--- src/hw/fmlkd_pkg.sv ---
// Purpose: Shared constants for the modulator and lock-detect register bank
// Assumes: 24-bit register words, 6-bit register addresses
// Notes:
// Operation
// - In fractional mode the seed register is the modulator starting state.
// - With FSK enabled the seed register holds the first FSK frequency.
// - Type field bits 9:8, default 2; 2 selects type 1, 3 type 2.
// - Core reset bit 10, active low, default 1, holds modulator core reset.
// - Buffer reset bit 11, active low, default 1, holds core buffers reset.
// - Bypass bit 12 ignores modulator output while the modulator keeps clocking.
// - Auto-seed bit 13, default 1, reloads seed on each fraction write while FSK is off.
// - Bit 15 enables FSK and accepts the FSK control level on SDI.
// - Bit 17 selects modulator clock: 1 reference divider, 0 VCO divider.
// - Bit 18, default 1, inverts the selected modulator clock.
// - Bits 23:20, default 8, set slip-correction magnitude; sign chosen internally.
// - Lock declared once consecutive in-window VCO events reach count field 9:0.
// - Lock register bit 10, default 1, enables internal lock detection.
// - Bit 11 makes the window one-sided; bit 12 picks lead, else lag.
// - Bit 13 selects ring-oscillator one-shot, else nominal 20 ns one-shot.
// - Bits 16:14 set the ring-oscillator one-shot length.
// - Bits 18:17 trim ring oscillator speed, 00 fastest, 11 slowest.
// - Lock register bit 20, default 1, enables cycle slip prevention.
// - Writing bit 0 at address zero resets all logic and registers.

package fmlkd_pkg;

  // ----------------------------------------
  // Register addresses and reset values
  // ----------------------------------------
  localparam logic [5:0]  ADDR_ID   = 6'h00;
  localparam logic [5:0]  ADDR_FRAC = 6'h04;
  localparam logic [5:0]  ADDR_SEED = 6'h05;
  localparam logic [5:0]  ADDR_CFG  = 6'h06;
  localparam logic [5:0]  ADDR_LKD  = 6'h07;
  localparam logic [23:0] SEED_RST  = 24'h000000;
  localparam logic [23:0] CFG_RST   = 24'h842E87;
  localparam logic [20:0] LKD_RST   = 21'h1004FA;

  // ----------------------------------------
  // Field positions
  // ----------------------------------------
  localparam int SWRST_BIT    = 0;
  localparam int CFG_ORDER    = 8;
  localparam int CFG_CORE_RN  = 10;
  localparam int CFG_BUF_RN   = 11;
  localparam int CFG_BYPASS   = 12;
  localparam int CFG_AUTOSEED = 13;
  localparam int CFG_FSK      = 15;
  localparam int CFG_REF_SEL  = 17;
  localparam int CFG_INVERT   = 18;
  localparam int CFG_CSP_MAG  = 20;
  localparam int LKD_WINCNT   = 0;
  localparam int LKD_EN       = 10;
  localparam int LKD_ASYM     = 11;
  localparam int LKD_LEAD     = 12;
  localparam int LKD_RO_SEL   = 13;
  localparam int LKD_DUR      = 14;
  localparam int LKD_TRIM     = 17;
  localparam int LKD_RO_FORCE = 19;
  localparam int LKD_CSP_EN   = 20;

  // Modulator type code that selects the second type
  localparam logic [1:0] ORDER_TYPE2 = 2'h3;

  // ----------------------------------------
  // Serial frame edge counts (zero based)
  // ----------------------------------------
  localparam logic [5:0] EDGE_ADDR_END = 6'h06;
  localparam logic [5:0] EDGE_DATA_END = 6'h1E;
  localparam logic [5:0] EDGE_LAST     = 6'h1F;

endpackage

--- src/hw/fmlkd_lock_counter.sv ---
// Purpose: Counts consecutive divided-VCO events inside the lock window
// Assumes: One-cycle event pulse with its window verdict on the same cycle
// Notes: Count saturates at the threshold so a long lock never wraps
`timescale 1ns/1ps

module fmlkd_lock_counter
(
  // Clock and reset
  input  wire logic       clk,
  input  wire logic       srst,
  // Control
  input  wire logic       enable,
  input  wire logic [9:0] winCntMax,
  // Events
  input  wire logic       vcoEvent,
  input  wire logic       inWindow,
  // Status
  output logic            locked
);

  logic [9:0] winCnt;
  logic [9:0] next_winCnt;
  logic       reach;

  assign next_winCnt = (winCnt >= winCntMax) ? winCnt : winCnt + 10'h001;
  assign reach       = (next_winCnt >= winCntMax);

  always_ff @(posedge clk)
  begin
    if (srst || !enable)
    begin
      winCnt <= 10'h000;
      locked <= 1'b0;
    end
    else if (vcoEvent && inWindow)
    begin
      winCnt <= next_winCnt;
      locked <= locked | reach;
    end
    else if (vcoEvent)
    begin
      winCnt <= 10'h000;
      locked <= 1'b0;
    end
  end
endmodule

--- src/hw/fmlkd_serial_port.sv ---
// Purpose: Serial register port: 1 read bit, 6 address bits, 24 data bits
// Assumes: SCK high and low phases each last at least 3 clk periods
// Notes: Pins are sampled on clk, so data leaves one sync delay late
`timescale 1ns/1ps

module fmlkd_serial_port
(
  // Clock and reset
  input  wire logic        clk,
  input  wire logic        srst,
  // Pins
  input  wire logic        senPin,
  input  wire logic        sckPin,
  input  wire logic        sdiPin,
  // Synchronised pin levels
  output logic             senLevel,
  output logic             sdiLevel,
  // Read side
  output logic [5:0]       rdAddr,
  input  wire logic [23:0] rdData,
  output logic             rdActive,
  output logic             sdoBit,
  // Write side
  output logic             wrStb,
  output logic [5:0]       wrAddr,
  output logic [23:0]      wrData
);

  // ----------------------------------------
  // Pin synchronisers
  // ----------------------------------------
  logic [2:0]  pinMeta;
  logic [2:0]  pinSync;
  logic        sckPrev;
  logic        sckRise;
  logic [5:0]  edgeCnt;
  logic [29:0] shiftIn;
  logic [23:0] outShift;
  logic        isRead;
  logic        loadPend;

  localparam logic [5:0] EDGE_ADDR_END = fmlkd_pkg::EDGE_ADDR_END;
  localparam logic [5:0] EDGE_DATA_END = fmlkd_pkg::EDGE_DATA_END;
  localparam logic [5:0] EDGE_LAST     = fmlkd_pkg::EDGE_LAST;

  always_ff @(posedge clk)
  begin
    pinMeta <= {senPin, sckPin, sdiPin};
    pinSync <= pinMeta;
    sckPrev <= pinSync[1];
  end

  assign senLevel = pinSync[2];
  assign sdiLevel = pinSync[0];
  assign sckRise  = pinSync[2] & pinSync[1] & ~sckPrev;

  // ----------------------------------------
  // Frame engine
  // ----------------------------------------
  always_ff @(posedge clk)
  begin
    wrStb <= 1'b0;
    if (srst || !senLevel)
    begin
      edgeCnt  <= 6'h00;
      rdActive <= 1'b0;
      loadPend <= 1'b0;
      isRead   <= 1'b0;
    end
    else if (loadPend)
    begin
      outShift <= rdData;
      loadPend <= 1'b0;
    end
    else if (sckRise)
    begin
      edgeCnt <= edgeCnt + 6'h01;
      shiftIn <= {shiftIn[28:0], sdiLevel};
      if (edgeCnt == 6'h00)
        isRead <= sdiLevel;
      if (edgeCnt == EDGE_ADDR_END)
      begin
        rdAddr   <= {shiftIn[4:0], sdiLevel};
        rdActive <= isRead;
        loadPend <= isRead;
      end
      if (rdActive && edgeCnt > EDGE_ADDR_END && edgeCnt < EDGE_LAST)
      begin
        sdoBit   <= outShift[23];
        outShift <= {outShift[22:0], 1'b0};
      end
      if (edgeCnt == EDGE_LAST)
        rdActive <= 1'b0;
      if (edgeCnt == EDGE_DATA_END && !isRead)
      begin
        wrStb  <= 1'b1;
        wrAddr <= shiftIn[28:23];
        wrData <= {shiftIn[22:0], sdiLevel};
      end
    end
  end
endmodule

--- src/hw/fmlkd_top.sv ---
// Purpose: Modulator configuration, FSK routing and lock-detect control
// Assumes: Divider clocks and window hits are asynchronous pins
// Notes: All register state returns to defaults on srst or soft reset
`timescale 1ns/1ps

module fmlkd_top #(
  // Arbitrary identification value
  parameter logic [23:0] CHIP_ID = 24'h5A3C00
)
(
  // Clock and reset
  input  wire logic        clk,
  input  wire logic        srst,
  // Serial port pins
  input  wire logic        senPin,
  input  wire logic        sckPin,
  input  wire logic        sdiPin,
  output logic             lockOrReadbackPin,
  // Lock flag output gate, an external input rather than a register bit
  input  wire logic        lockFlagOutputGate,
  // Divided clocks and window hits
  input  wire logic        refDivClk,
  input  wire logic        vcoDivClk,
  input  wire logic        winLeadHit,
  input  wire logic        winLagHit,
  // Modulator control
  output logic [23:0]      modSeed,
  output logic [23:0]      fskFreq1,
  output logic             seedLoad,
  output logic             fskMode,
  output logic             fskSelect,
  output logic             modTypeSel,
  output logic             coreRstN,
  output logic             bufRstN,
  output logic             modBypass,
  output logic             modClk,
  // Slip prevention and one-shot control
  output logic [3:0]       cspMagnitude,
  output logic             cspEnable,
  output logic             ringOscOneshotSel,
  output logic [2:0]       oneshotDuration,
  output logic [1:0]       ringOscTrim,
  output logic             ringOscForce,
  // Lock status
  output logic             lockDetected
);

  // ----------------------------------------
  // Serial port
  // ----------------------------------------
  logic        senLevel;
  logic        sdiLevel;
  logic        rdActive;
  logic        sdoBit;
  logic        wrStb;
  logic [5:0]  rdAddr;
  logic [5:0]  wrAddr;
  logic [23:0] wrData;
  logic [23:0] rdData;

  fmlkd_serial_port u_port (
    .clk      (clk),
    .srst     (srst),
    .senPin   (senPin),
    .sckPin   (sckPin),
    .sdiPin   (sdiPin),
    .senLevel (senLevel),
    .sdiLevel (sdiLevel),
    .rdAddr   (rdAddr),
    .rdData   (rdData),
    .rdActive (rdActive),
    .sdoBit   (sdoBit),
    .wrStb    (wrStb),
    .wrAddr   (wrAddr),
    .wrData   (wrData)
  );

  // ----------------------------------------
  // Address decode
  // ----------------------------------------
  logic wrId;
  logic wrFrac;
  logic wrSeed;
  logic wrCfg;
  logic wrLkd;
  logic softRst;
  logic regRst;

  assign wrId    = wrStb & (wrAddr == fmlkd_pkg::ADDR_ID);
  assign wrFrac  = wrStb & (wrAddr == fmlkd_pkg::ADDR_FRAC);
  assign wrSeed  = wrStb & (wrAddr == fmlkd_pkg::ADDR_SEED);
  assign wrCfg   = wrStb & (wrAddr == fmlkd_pkg::ADDR_CFG);
  assign wrLkd   = wrStb & (wrAddr == fmlkd_pkg::ADDR_LKD);
  assign softRst = wrId & wrData[fmlkd_pkg::SWRST_BIT];
  assign regRst  = srst | softRst;

  // ----------------------------------------
  // Register file
  // ----------------------------------------
  logic [23:0] seedReg;
  logic [23:0] cfgReg;
  logic [20:0] lkdReg;

  always_ff @(posedge clk)
  begin
    if (regRst)
    begin
      seedReg <= fmlkd_pkg::SEED_RST;
      cfgReg  <= fmlkd_pkg::CFG_RST;
      lkdReg  <= fmlkd_pkg::LKD_RST;
    end
    else
    begin
      if (wrSeed)
        seedReg <= wrData;
      if (wrCfg)
        cfgReg <= wrData;
      if (wrLkd)
        lkdReg <= wrData[20:0];
    end
  end

  // Readback; the fraction register lives elsewhere and reads as zero here
  assign rdData = (rdAddr == fmlkd_pkg::ADDR_ID)   ? CHIP_ID :
                  (rdAddr == fmlkd_pkg::ADDR_SEED) ? seedReg :
                  (rdAddr == fmlkd_pkg::ADDR_CFG)  ? cfgReg  :
                  (rdAddr == fmlkd_pkg::ADDR_LKD)  ? {3'h0, lkdReg} :
                  24'h000000;

  // ----------------------------------------
  // Field views
  // ----------------------------------------
  logic       fskOn;
  logic       reloadOnFractionWrite;
  logic       coreRunBit;
  logic       asymWin;
  logic       leadWin;
  logic       lkdOn;
  logic [9:0] winCntMax;
  logic [1:0] orderCode;

  assign fskOn      = cfgReg[fmlkd_pkg::CFG_FSK];
  assign reloadOnFractionWrite = cfgReg[fmlkd_pkg::CFG_AUTOSEED];
  assign coreRunBit = cfgReg[fmlkd_pkg::CFG_CORE_RN];
  assign orderCode  = cfgReg[fmlkd_pkg::CFG_ORDER +: 2];
  assign asymWin    = lkdReg[fmlkd_pkg::LKD_ASYM];
  assign leadWin    = lkdReg[fmlkd_pkg::LKD_LEAD];
  assign lkdOn      = lkdReg[fmlkd_pkg::LKD_EN];
  assign winCntMax  = lkdReg[fmlkd_pkg::LKD_WINCNT +: 10];

  // ----------------------------------------
  // Analog input synchronisers
  // ----------------------------------------
  // Order: 3 ref divider, 2 VCO divider, 1 lead hit, 0 lag hit
  logic [3:0] anaMeta;
  logic [3:0] anaSync;
  logic       vcoPrev;
  logic       vcoEvent;
  logic       inWindow;

  always_ff @(posedge clk)
  begin
    anaMeta <= {refDivClk, vcoDivClk, winLeadHit, winLagHit};
    anaSync <= anaMeta;
    vcoPrev <= anaSync[2];
  end

  // Hits travel through the same depth as the VCO edge, so they stay aligned
  assign vcoEvent = anaSync[2] & ~vcoPrev;
  assign inWindow = asymWin ? (leadWin ? anaSync[1] : anaSync[0])
                            : (anaSync[1] | anaSync[0]);

  // ----------------------------------------
  // Lock detection
  // ----------------------------------------
  logic locked;

  fmlkd_lock_counter u_lock (
    .clk       (clk),
    .srst      (regRst),
    .enable    (lkdOn),
    .winCntMax (winCntMax),
    .vcoEvent  (vcoEvent),
    .inWindow  (inWindow),
    .locked    (locked)
  );

  // ----------------------------------------
  // Modulator control next values
  // ----------------------------------------
  logic next_seedLoad;
  logic next_fskSelect;
  logic selClk;
  logic next_pin;

  // With FSK off, seed loads on a fraction write with auto-seed set or when the core leaves reset
  assign next_seedLoad  = ~fskOn & ((wrFrac & reloadOnFractionWrite)
                                    | (coreRunBit & ~coreRstN));
  // SDI carries FSK only while no serial frame is open
  assign next_fskSelect = fskOn & (senLevel ? fskSelect : sdiLevel);
  assign selClk         = cfgReg[fmlkd_pkg::CFG_REF_SEL] ? anaSync[3] : anaSync[2];
  assign next_pin       = rdActive ? sdoBit : (lockFlagOutputGate & locked);

  // ----------------------------------------
  // Output registers
  // ----------------------------------------
  always_ff @(posedge clk)
  begin
    if (regRst)
    begin
      seedLoad  <= 1'b0;
      fskSelect <= 1'b0;
      coreRstN  <= 1'b1;
    end
    else
    begin
      seedLoad  <= next_seedLoad;
      fskSelect <= next_fskSelect;
      coreRstN  <= coreRunBit;
    end
  end

  always_ff @(posedge clk)
  begin
    modSeed           <= fskOn ? 24'h000000 : seedReg;
    fskFreq1          <= fskOn ? seedReg : 24'h000000;
    fskMode           <= fskOn;
    modTypeSel        <= (orderCode == fmlkd_pkg::ORDER_TYPE2);
    bufRstN           <= cfgReg[fmlkd_pkg::CFG_BUF_RN];
    modBypass         <= cfgReg[fmlkd_pkg::CFG_BYPASS];
    modClk            <= selClk ^ cfgReg[fmlkd_pkg::CFG_INVERT];
    cspMagnitude      <= cfgReg[fmlkd_pkg::CFG_CSP_MAG +: 4];
    cspEnable         <= lkdReg[fmlkd_pkg::LKD_CSP_EN];
    ringOscOneshotSel <= lkdReg[fmlkd_pkg::LKD_RO_SEL];
    oneshotDuration   <= lkdReg[fmlkd_pkg::LKD_DUR +: 3];
    ringOscTrim       <= lkdReg[fmlkd_pkg::LKD_TRIM +: 2];
    ringOscForce      <= lkdReg[fmlkd_pkg::LKD_RO_FORCE];
    lockDetected      <= locked;
    lockOrReadbackPin <= next_pin;
  end
endmodule

--- config.mk ---
export PLATFORM = sky130hd
export DESIGN_NAME = fmlkd_top
export DESIGN_NICKNAME = d
export VERILOG_FILES = /design/src/hw/fmlkd_pkg.sv /design/src/hw/fmlkd_lock_counter.sv /design/src/hw/fmlkd_serial_port.sv /design/src/hw/fmlkd_top.sv
export SDC_FILE = /design/constraint.sdc
export NUM_CORES = 1
export LEC_CHECK = 0
export BUFFER_PORTS_ARGS = -buffer_cell sky130_fd_sc_hd__buf_2
export CAP_MARGIN = 20
export CORE_MARGIN = 2
export CORE_UTILIZATION = 53
export CTS_BUF_LIST = sky130_fd_sc_hd__clkbuf_16
export CTS_CLUSTER_SIZE = 25
export DETAILED_ROUTE_END_ITERATION = 10
export GPL_TIMING_DRIVEN = 0
export HOLD_SLACK_MARGIN = 0.1
export PLACE_DENSITY = 0.82
export SYNTH_ARGS = -nofsm -noshare
export SYNTH_HDL_FRONTEND = slang
export SYNTH_SLANG_ARGS = --single-unit
--- constraint.sdc ---
create_clock -name clk -period 6.7 [get_ports clk]
set_input_delay 1.34 -clock clk [delete_from_list [all_inputs] [get_ports clk]]
set_output_delay 1.34 -clock clk [all_outputs]
set_load 0.005 [all_outputs]
==> results of run 1 <==
## logic make-up (layout without fill, tap and decap cells)
kind of cell | count (synthesis) | after routing | synth area share
AO/OA/AOI/OAI | 150 | 150 | 0.0942
flip-flops | 266 | 266 | 0.638
buffers and inverters | 59 | 192 | 0.0254
AND/OR/NAND/NOR | 333 | 333 | 0.170
adder cells (fa/ha/maj) | 24 | 24 | 0.0308
multiplexers | 26 | 26 | 0.0295
XOR/XNOR | 14 | 14 | 0.0126
## cells in the final DEF (no fill, tap or decap), types with 3 or more instances in the layout
master     netlist  final
nand2b_1         5      5
a21oi_1         84     84
o2111ai_1        3      3
nor2_1          43     42
o21ai_1          5      5
nor2b_1         25     25
nor3b_1          3      3
or4_1            4      4
nor2_2           3      4
nand4_1          6      6
buf_6            0      3
o211ai_1        10     10
buf_4            4      5
clkbuf_16        0     29
a21o_1           3      3
inv_1           19     23
nor3_1           6      4
a221oi_1         7      7
nor3_2           4      6
clkinv_1         0      7
nand2_1        160    160
a22oi_1         16     16
dfxtp_1        176    176
a211oi_1         3      3
and2_1          26     26
o21ai_0          8      8
clkbuf_1        26     26
xnor2_1          6      6
ha_1            24     24
and3_1           5      5
nand3_1         24     24
xor2_1           8      8
buf_2            9     88
mux2i_1          4      4
mux2_2          22     22
clkinv_2         0      3
edfxtp_1        90     90
## metal layers
metal	wire length, um	part of all wire
met2	9950	0.44
met5	0	0
met3	2210	0.098
met1	9370	0.42
met4	962	0.043
## sequential cells by signal (all words and copies together), names as in the netlist, 21 cells and up
register / flops
cfgReg: 24
fskFreq1: 24
lkdReg: 21
modSeed: 24
seedReg: 24
u_port.outShift: 24
u_port.shiftIn: 29
u_port.wrData: 24
## worst max-delay path, cell delays in order, from the launching register on
cell,delay [ns]
dfxtp_1,0.38
inv_1,0.10
ha_1,0.28
nand2b_4,0.15
a211oi_4,0.28
nor3_2,0.09
nor3_2,0.47
nand2_1,0.17
xnor2_1,0.16
ha_1,0.27
o2111ai_1,0.19
a21oi_1,0.08
a2111oi_0,0.44
o21ai_0,0.16
and4b_1,0.19
## worst paths after layout
kind	to	slack [ns]
worst max-delay path	u_lock.locked$_SDFFE_PP0P_	3.17
worst min-delay path	u_port.pinSync[0]$_DFF_P_	0.33
worst min register to register	u_port.pinSync[0]$_DFF_P_	0.33
worst max register to register	u_lock.locked$_SDFFE_PP0P_	3.17
## final cells by class
class | instances | share of cell area
inverter | 19 | 0.00625
multi-input combinational | 547 | 0.290
sequential | 266 | 0.546
timing repair buffer | 84 | 0.0407
clock inverter | 20 | 0.0136
tap | 229 | 0.0251
buffer | 40 | 0.0155
clock buffer | 29 | 0.0636
## through the flow
stage	total power [uW]	instances	setup TNS (ns)	hold slack, ns
global placement	1730	1180	-67.48	0.310
finish	3170	1234	0	0.326
detailed placement	1740	1185	0	0.312
global route	3250	1234	0	0.333
floorplan	1720	872	0	0.310
CTS	3180	1234	0	0.327
## power by group through the flow
stage                     sequential, uW  combinational (uW)  clock [uW]
after global placement              1710                29.4           0
after detailed placement            1710                30.9           0
after CTS                           1670                31.2        1480
final                               1670                31.6        1470
after global routing                1670                34.2        1550
after floorplan                     1700                18.4           0
==> results.ini, run 1 <==
[run_status]
status=finished, final reports clean

[global_routing]
grt_pass1_vias=6888
grt_max_degree=18
grt_use_met2=0.353
overflow=0
grt_usage=0.229
grt_pass1_wl_mm=35.8
grt_antenna_before_repair=0
grt.busiest_layer=met2
met3_usage=0.0520
met1_usage=0.311

[die]
rows=49
die_h_um=140
die_w_um=140
io_pins=80
floorplan.initialDensity=0.542
die_area_um2=19500
core_region_area_um2=18000

[logic_synthesis]
synth_ff_type=dfxtp_1
synthesis.nets=906
syn_avg_cell_area_um2=11.2
synth.yosys.seq_area_share=0.638
syn-instance-count=872
netlist_top_cells_count=176 x dfxtp_1, 160 x nand2_1, 90 x edfxtp_1
synth-edff-count=90
ys_types=59
yosys.area.top_type=dfxtp_1
ys_ff_latch=266
yosysTopAreaCellShare=0.361
synth_most_common_cell=dfxtp_1
yosys_warnings=0
synth_area_um2=9760
synth.area.top_cells=dfxtp_1 36%, edfxtp_1 28%, nand2_1 6.2%
synth_async_sr_flop_share=0

[layout]
fin_nets=1019
diodes=0
design_area_um2=11400
syn2layout_area_growth_pct=16.8
multi_input_area_um2=3300
regArea_um2=6230
nFillCells=1399
utilization=0.633
drive_above_1_share=0.181

[worst_setup_path]
cp-start-kind=flip-flop
worstPathArrival_ns=3.95
worstSetupPathType=reg -> reg
end_kind=flip-flop
reg2regPathDepth=14
crit_fanout=8
rr_startpoint=u_lock.winCnt[0]$_SDFFE_PP0P_
required_ns=7.12
crit_start=u_lock.winCnt[0]$_SDFFE_PP0P_

[pwr]
power-per-cell-area_nw_per_um2=278
pwr-share-clk=0.463
combPwrFrac=0.010
ir_worst_vdd_v=0.000235
internal-power_uw=2530
p_sw_frac=0.200
leakagePower_uw=0.00448
switching_power_uw=635
pwr-share-seq=0.527

[route]
routedWlPerCell_um=18.2
drt_iter0_markers=639
vias_per_cell=5.73
first_pass_iters=7
drtAntennaViolNets=0
num_vias=7065
drc=0
drt-total-wl_mm=22.5

[placement]
pre_cts_slack_ns=3.01
dpl_cell_area_um2=10500
dp.final_hpwl_mm=15.4
io_buffers=79
place_congestion=0.907

[clock_tree]
cts_hold_buf=0
clk_latency_ns=0.52
postCtsSetupBuffers=0
cts_max_level=1
cts_tree=yes
cts_buffers=27
clockBufferDepth=3
path_clk_slew_ns=0.06
cts_root_buf=clkbuf_16
cts-resized-gates=0
cts_sinks=266

[timing]
rsz0062_at_grt=false
setup_viol=0
relSlewSlack=0.279
worst_slew_pin_slew_ns=1.07
final_critical_path_setup_slack_ns=3.17
max_clock_freq_ghz=0.283
final_hold_viol_count=0
finalCritPeriodShare=0.527
drv_slew=0
fin_crit_ns=3.53
finClkSkew_ns=0.00916

[min_path]
hold_class=reg -> reg
worstHoldStart=u_port.pinMeta[0]$_DFF_P_
hold_depth=0

[job]
maxCapViolCount=0

(Power assumes the default switching activity.)
==> inputs of run 2 (changes only) <==
Settings changed: ABC_AREA set to 1.
Clock period 6.7 ns to 3 ns, I/O delays scaled along.
==> run 2 against run 1 <==
Worst hold slack got worse by 0.16 ns; first-iteration DRC count increased by 20%; clock skew increased by 0.012 ns; maximum frequency increased by 26%; clock power increased by 100%; die area increased by 2.0%; global-route usage increased by 0.80 points; core utilization decreased by 1.2 points; design area increased by 1.2%; critical path type unchanged; critical endpoint unchanged; largest cell class unchanged; largest power group unchanged; highest routed layer unchanged.
==> results.ini, run 2 <==
[route]
num_vias=7527
drtAntennaViolNets=0
vias_per_cell=5.37
drt-total-wl_mm=23.6
drc=0
routedWlPerCell_um=16.8
first_pass_iters=6
drt_iter0_markers=767

[logic_synthesis]
syn_avg_cell_area_um2=9.63
yosys_warnings=0
synth.yosys.seq_area_share=0.625
synth_async_sr_flop_share=0
netlist_top_cells_count=244 x nand2_1, 176 x dfxtp_1, 129 x inv_1
synth_area_um2=9960
synthesis.nets=1069
ys_ff_latch=266
syn-instance-count=1035
synth.area.top_cells=dfxtp_1 35%, edfxtp_1 27%, nand2_1 9.2%
yosysTopAreaCellShare=0.354
ys_types=40
synth_ff_type=dfxtp_1
synth-edff-count=90
synth_most_common_cell=nand2_1
yosys.area.top_type=dfxtp_1

[global_routing]
grt_pass1_vias=7165
grt.busiest_layer=met2
grt_antenna_before_repair=0
met1_usage=0.321
grt_use_met2=0.380
overflow=0
grt_pass1_wl_mm=37.2
grt_max_degree=31
grt_usage=0.237
met3_usage=0.0503

[timing]
fin_tns_setup_ns=0
setup_viol=0
relSlewSlack=0.416
max_clock_freq_ghz=0.358
fin_crit_ns=2.80
finalCritPeriodShare=0.932
final_hold_viol_count=0
drv_slew=0
finClkSkew_ns=0.0213
worst_slew_pin_slew_ns=0.874

[clock_tree]
cts_buffers=26
cts_root_buf=clkbuf_16
cts_hold_buf=0
cts_tree=yes
cts_max_level=1
clockBufferDepth=3
cts_sinks=266
path_clk_slew_ns=0.06
clk_latency_ns=0.54

[worst_setup_path]
path_delay_family=simple AND/OR/NAND/NOR gates
rr_startpoint=lkdReg[7]$_SDFFE_PP1P_
cp-start-kind=flip-flop
worstPathArrival_ns=3.21
path_common_cell=nand2_1
crit_start=lkdReg[7]$_SDFFE_PP1P_
cp_cell_sequence=inv_1 -> ha_1 -> nand2_1 -> nand2_1 -> a21oi_4 -> inv_1 -> nor2_4 -> nand3_1 -> nand2_1 -> inv_1 -> ha_1 -> a21o_1 -> nor2_1 -> o21ai_0 -> nand2_1 -> nand2_1 -> nand2_1 -> a21oi_1
crit_path_max_incr_delay_ns=0.35
required_ns=3.42
crit_fanout=6
cp_slowest_cell=dfxtp_1
end_kind=flip-flop
crit_buf_inv=3
worstSetupPathType=reg -> reg

[die]
rows=50
floorplan.initialDensity=0.536
die_area_um2=19900
io_pins=80
core_region_area_um2=18600
die_w_um=141
die_h_um=141

[layout]
multi_input_area_um2=3080
fin_nets=1182
nFillCells=1463
syn2layout_area_growth_pct=15.8
fin_cells=1402
final_common_cell=nand2_1
drive_above_1_share=0.164
diodes=0
regArea_um2=6230
final_cell_mix=244 x nand2_1, 175 x dfxtp_1, 133 x inv_1, 93 x buf_2, 90 x edfxtp_1
largest_register_ff_count=29
largest-register=u_port.shiftIn

[placement]
dp.final_hpwl_mm=16.1
io_buffers=79
place_congestion=0.949
dp_cells=1349

[pwr]
power-per-cell-area_nw_per_um2=590
leakagePower_uw=0.00513
p_total_uw=6810
ir_worst_vdd_v=0.000467

[run_status]
status=finished, final reports clean

[min_path]
hold_class=in -> reg
worstHoldStart=sdiPin

[job]
maxCapViolCount=0

[run 2: changes by cell type after synthesis, sizes merged, moves of 16 or more]
cell / change
o21ai: +37
nor2: +29
nand2: +94
mux2: -22
inv: +115
and2: -25
nor2b: -25
a22oi: -16
[run 2: final timing paths]
path | cells past startpoint | slack [ns] | end
worst max-delay path | 18 | 0.20 | u_lock.locked$_SDFFE_PP0P_
worst min-delay path | 1 | 0.16 | u_port.pinMeta[0]$_DFF_P_
worst max register to register | 18 | 0.20 | u_lock.locked$_SDFFE_PP0P_
worst min register to register | 0 | 0.32 | u_port.pinSync[2]$_DFF_P_
[run 2: cell families (layout without fill, tap and decap cells)]
logic type / after synthesis / count (layout) / synth area share
xor gates and xnor gates: 3 / 3 / 0.00264
DFF: 266 / 266 / 0.625
and+or+nand+nor: 401 / 401 / 0.172
adders and majority gates: 24 / 24 / 0.0301
buffers and inverters: 173 / 306 / 0.0722
AOI/OAI and AO/OA: 168 / 168 / 0.0987
[run 2: power breakdown]
group,internal [uW],switching (uW)
logic,23.5,54.2
registers,3720,9.56
clock network,1660,1340
[run 2: worst reg2reg max path, stage by stage, from the launching register on]
cell and delay, ns:
dfxtp_1 0.35, inv_1 0.10, ha_1 0.32, nand2_1 0.07, nand2_1 0.08, a21oi_4 0.23, inv_1 0.10, nor2_4 0.18
nand3_1 0.11, nand2_1 0.07, inv_1 0.04, ha_1 0.30, a21o_1 0.19, nor2_1 0.12, o21ai_0 0.16, nand2_1 0.09
nand2_1 0.05, nand2_1 0.05, a21oi_1 0.05
[run 2: final cells by class]
class,count,area share
buffer,38,0.0185
clock buffer,26,0.0564
clock inverter,22,0.0114
inverter,135,0.0439
multi-input combinational,596,0.266
sequential,266,0.540
tap,234,0.0254
timing repair buffer,85,0.0385
[run 2: timing repair]
item | in CTS | in global routing
buffers inserted | 2 | 3
endpoints found under the setup margin | 17 | 1
gates resized for setup | 1 | 7
pin swaps | 1 | 1
[run 2: metal layers]
metal | wire length, um | part of all wire
met5 | 0 | 0
met1 | 9770 | 0.41
met3 | 2220 | 0.094
met2 | 11000 | 0.47
met4 | 601 | 0.025
[run 2: through the flow]
| step | setup WS, ns | area (um2) | util | hold slack, ns |
|---|---|---|---|---|
| 6_report | 0.203 | 11500 | 0.621 | 0.161 |
| 3_3_place_gp | -0.811 | 10700 | 0.575 | 0.311 |
| 2_1_floorplan | 0.00235 | 9990 | - | 0.310 |
| 5_1_grt | -0.0116 | 11500 | 0.621 | 0.154 |
| 4_1_cts | 0.0681 | 11500 | 0.619 | 0.151 |
| 3_5_place_dp | -0.526 | 10700 | 0.576 | 0.314 |
==> inputs of run 3 (changes only) <==
Settings changed: CORE_UTILIZATION 53 to 54, PLACE_DENSITY 0.82 to 0.83, SKIP_CTS_REPAIR_TIMING set to 1, SYNTH_HIERARCHICAL set to 1.
==> run 3 against run 2 <==
Register-to-register slack improved by 0.04 ns; worst hold slack improved by 0.0087 ns; clock skew decreased by 0.0065 ns; via count increased by 11%; synthesized cell count increased by 12%; area after synthesis increased by 5.2%; total power increased by 5.9%; first-iteration DRC count increased by 7.7%; sequential share of layout area decreased by 3.0 points; critical path type unchanged; largest cell class unchanged; largest power group unchanged; highest routed layer unchanged.
==> results.ini, run 3 <==
[die]
floorplan.initialDensity=0.555
die_h_um=143
die_w_um=143
core_region_area_um2=18900
io_pins=80
rows=50
die_area_um2=20500

[worst_setup_path]
path_common_cell=nand2_1
worstSetupPathType=reg -> reg
required_ns=3.46
cp_cell_sequence=inv_1 -> ha_1 -> nand2_1 -> inv_1 -> nand2_1 -> nand2_1 -> nand2_1 -> inv_1 -> nor2_4 -> buf_4 -> nand3_1 -> and2_1 -> ha_1 -> nand2_1 -> nor2_1 -> nand4_1 -> nand4_1 -> nand2_1 -> a21oi_1
crit_path_max_incr_delay_ns=0.37
end_kind=flip-flop
crit_buf_inv=4
cp-start-kind=flip-flop
path_delay_family=simple AND/OR/NAND/NOR gates
worstPathArrival_ns=3.22
cp_slowest_cell=dfxtp_1
crit_fanout=4

[global_routing]
grt_pass1_vias=7860
overflow=0
met3_usage=0.0560
grt_use_met2=0.398
grt.busiest_layer=met2
grt_usage=0.248
grt_antenna_before_repair=0
met1_usage=0.331
grt_max_degree=30
grt_pass1_wl_mm=39.7

[clock_tree]
clk_latency_ns=0.54
cts_sinks=266
clockBufferDepth=3
cts_tree=yes
cts_max_level=1
cts_root_buf=clkbuf_16
cts_buffers=27
path_clk_slew_ns=0.06

[pwr]
internal-power_uw=5780
pwr-share-clk=0.472
p_sw_frac=0.199
power-per-cell-area_nw_per_um2=591
leakagePower_uw=0.00540
pwr-share-seq=0.517
ir_worst_vdd_v=0.000553
switching_power_uw=1430
combPwrFrac=0.010

[logic_synthesis]
synth_ff_type=dfxtp_1
synth-xor-area-share=0.00585
netlist_top_cells_count=273 x nand2_1, 193 x nand3_1, 176 x dfxtp_1
synth.yosys.seq_area_share=0.594
synth_mux_area_frac=0
ys_types=35
synth_top_family_by_area=simple AND/OR/NAND/NOR gates
synth-edff-count=90
yosys.area.top_type=dfxtp_1
yosys_warnings=6
yosysTopAreaCellShare=0.336
ys_ff_latch=266
yosys.area_share.adder=0.0287
synth_area_um2=10500
synth.area.top_cells=dfxtp_1 34%, edfxtp_1 26%, nand2_1 9.8%
syn-instance-count=1158
synth_async_sr_flop_share=0
syn_avg_cell_area_um2=9.05
synthSimpleGateAreaFrac=0.256
synthesis.nets=1192
synth_most_common_cell=nand2_1
synth_compound_area_frac=0.0442

[timing]
relSlewSlack=0.330
fin_crit_ns=2.76
max_clock_freq_ghz=0.362
fin_tns_setup_ns=0
worst_slew_pin_slew_ns=1.00
setup_viol=0
drv_slew=0
finClkSkew_ns=0.0148
finalCritPeriodShare=0.920
final_hold_viol_count=0

[route]
vias_per_cell=5.38
drc=0
drtAntennaViolNets=0
routedWlPerCell_um=16.3
drt_iter0_markers=826
first_pass_iters=5
drt-total-wl_mm=25.4
num_vias=8350

[layout]
design_area_um2=12200
syn2layout_area_growth_pct=16.5
largest-register=u_port/shiftIn
final_common_cell=nand2_1
drive_above_1_share=0.157
diodes=0
final_cell_mix=273 x nand2_1, 193 x nand3_1, 176 x dfxtp_1, 130 x inv_1, 106 x buf_2
utilization=0.646
fin_nets=1307
largest_register_ff_count=29

[min_path]
hold_class=in -> reg

[placement]
dp.final_hpwl_mm=17.8
dpl_cell_area_um2=11200
io_buffers=79
place_congestion=1.02

[run_status]
status=finished, final reports clean

[job]
maxCapViolCount=0

[run 3: layout make-up]
cell class | instances | area [um2]
buffer | 51 | 259
sequential | 266 | 6230
tap | 260 | 325
clock buffer | 28 | 701
multi-input combinational | 712 | 3520
inverter | 129 | 487
timing repair buffer | 86 | 483
clock inverter | 21 | 208
fill | 1499 | 6680
[run 3: cells by family after synthesis]
logic type | Yosys count
AO/OA/AOI/OAI | 88
XOR/XNOR | 7
adder cells (fa/ha/maj) | 24
buffers and inverters | 180
flip-flops | 266
AND/OR/NAND/NOR | 593
[run 3: metrics by stage]
stage	worst slack [ns]	hold WS (ns)	cells	power, uW
after detailed placement	0.180	0.312	1499	3880
after CTS	0.193	0.155	1548	7240
after global routing	-0.0279	0.159	1553	7390
after floorplan	0.281	0.310	1158	3850
after global placement	-0.604	0.311	1497	3880
final	0.239	0.170	1553	7210
[run 3: worst reg2reg max path, cell delays in order (launching register included)]
cell and delay [ns]:
dfxtp_1 0.37, inv_1 0.08, ha_1 0.31, nand2_1 0.10, inv_1 0.04, nand2_1 0.05
nand2_1 0.05, nand2_1 0.12, inv_1 0.09, nor2_4 0.15, buf_4 0.14, nand3_1 0.07
and2_1 0.15, ha_1 0.29, nand2_1 0.09, nor2_1 0.16, nand4_1 0.11, nand4_1 0.11
nand2_1 0.06, a21oi_1 0.12
[run 3: power groups by stage]
stage	logic, uW	registers (uW)	clock network [uW]
2_1_floorplan	46.9	3810	0
3_3_place_gp	70.6	3810	0
3_5_place_dp	71.9	3810	0
4_1_cts	72.5	3730	3440
5_1_grt	82.7	3730	3570
6_report	75.5	3730	3400
[run 3: layer usage]
layer	routed length (um)	up-vias	part of all wire
li1	-	4003	-
met1	10500	3809	0.41
met2	11300	447	0.45
met3	2540	91	0.10
met4	1000	0	0.040
met5	0	-	0
[run 3: path summary, 6_finish.rpt]
check,endpoint,slack (ns),cells after the start,from
max,u_lock/locked$_SDFFE_PP0P_,0.24,19,lkdReg[5]$_SDFFE_PP1P_
min,anaMeta[0]$_DFF_P_,0.17,1,winLagHit
max reg2reg,u_lock/locked$_SDFFE_PP0P_,0.24,19,lkdReg[5]$_SDFFE_PP1P_
min reg2reg,u_port/pinSync[0]$_DFF_P_,0.32,0,u_port/pinMeta[0]$_DFF_P_
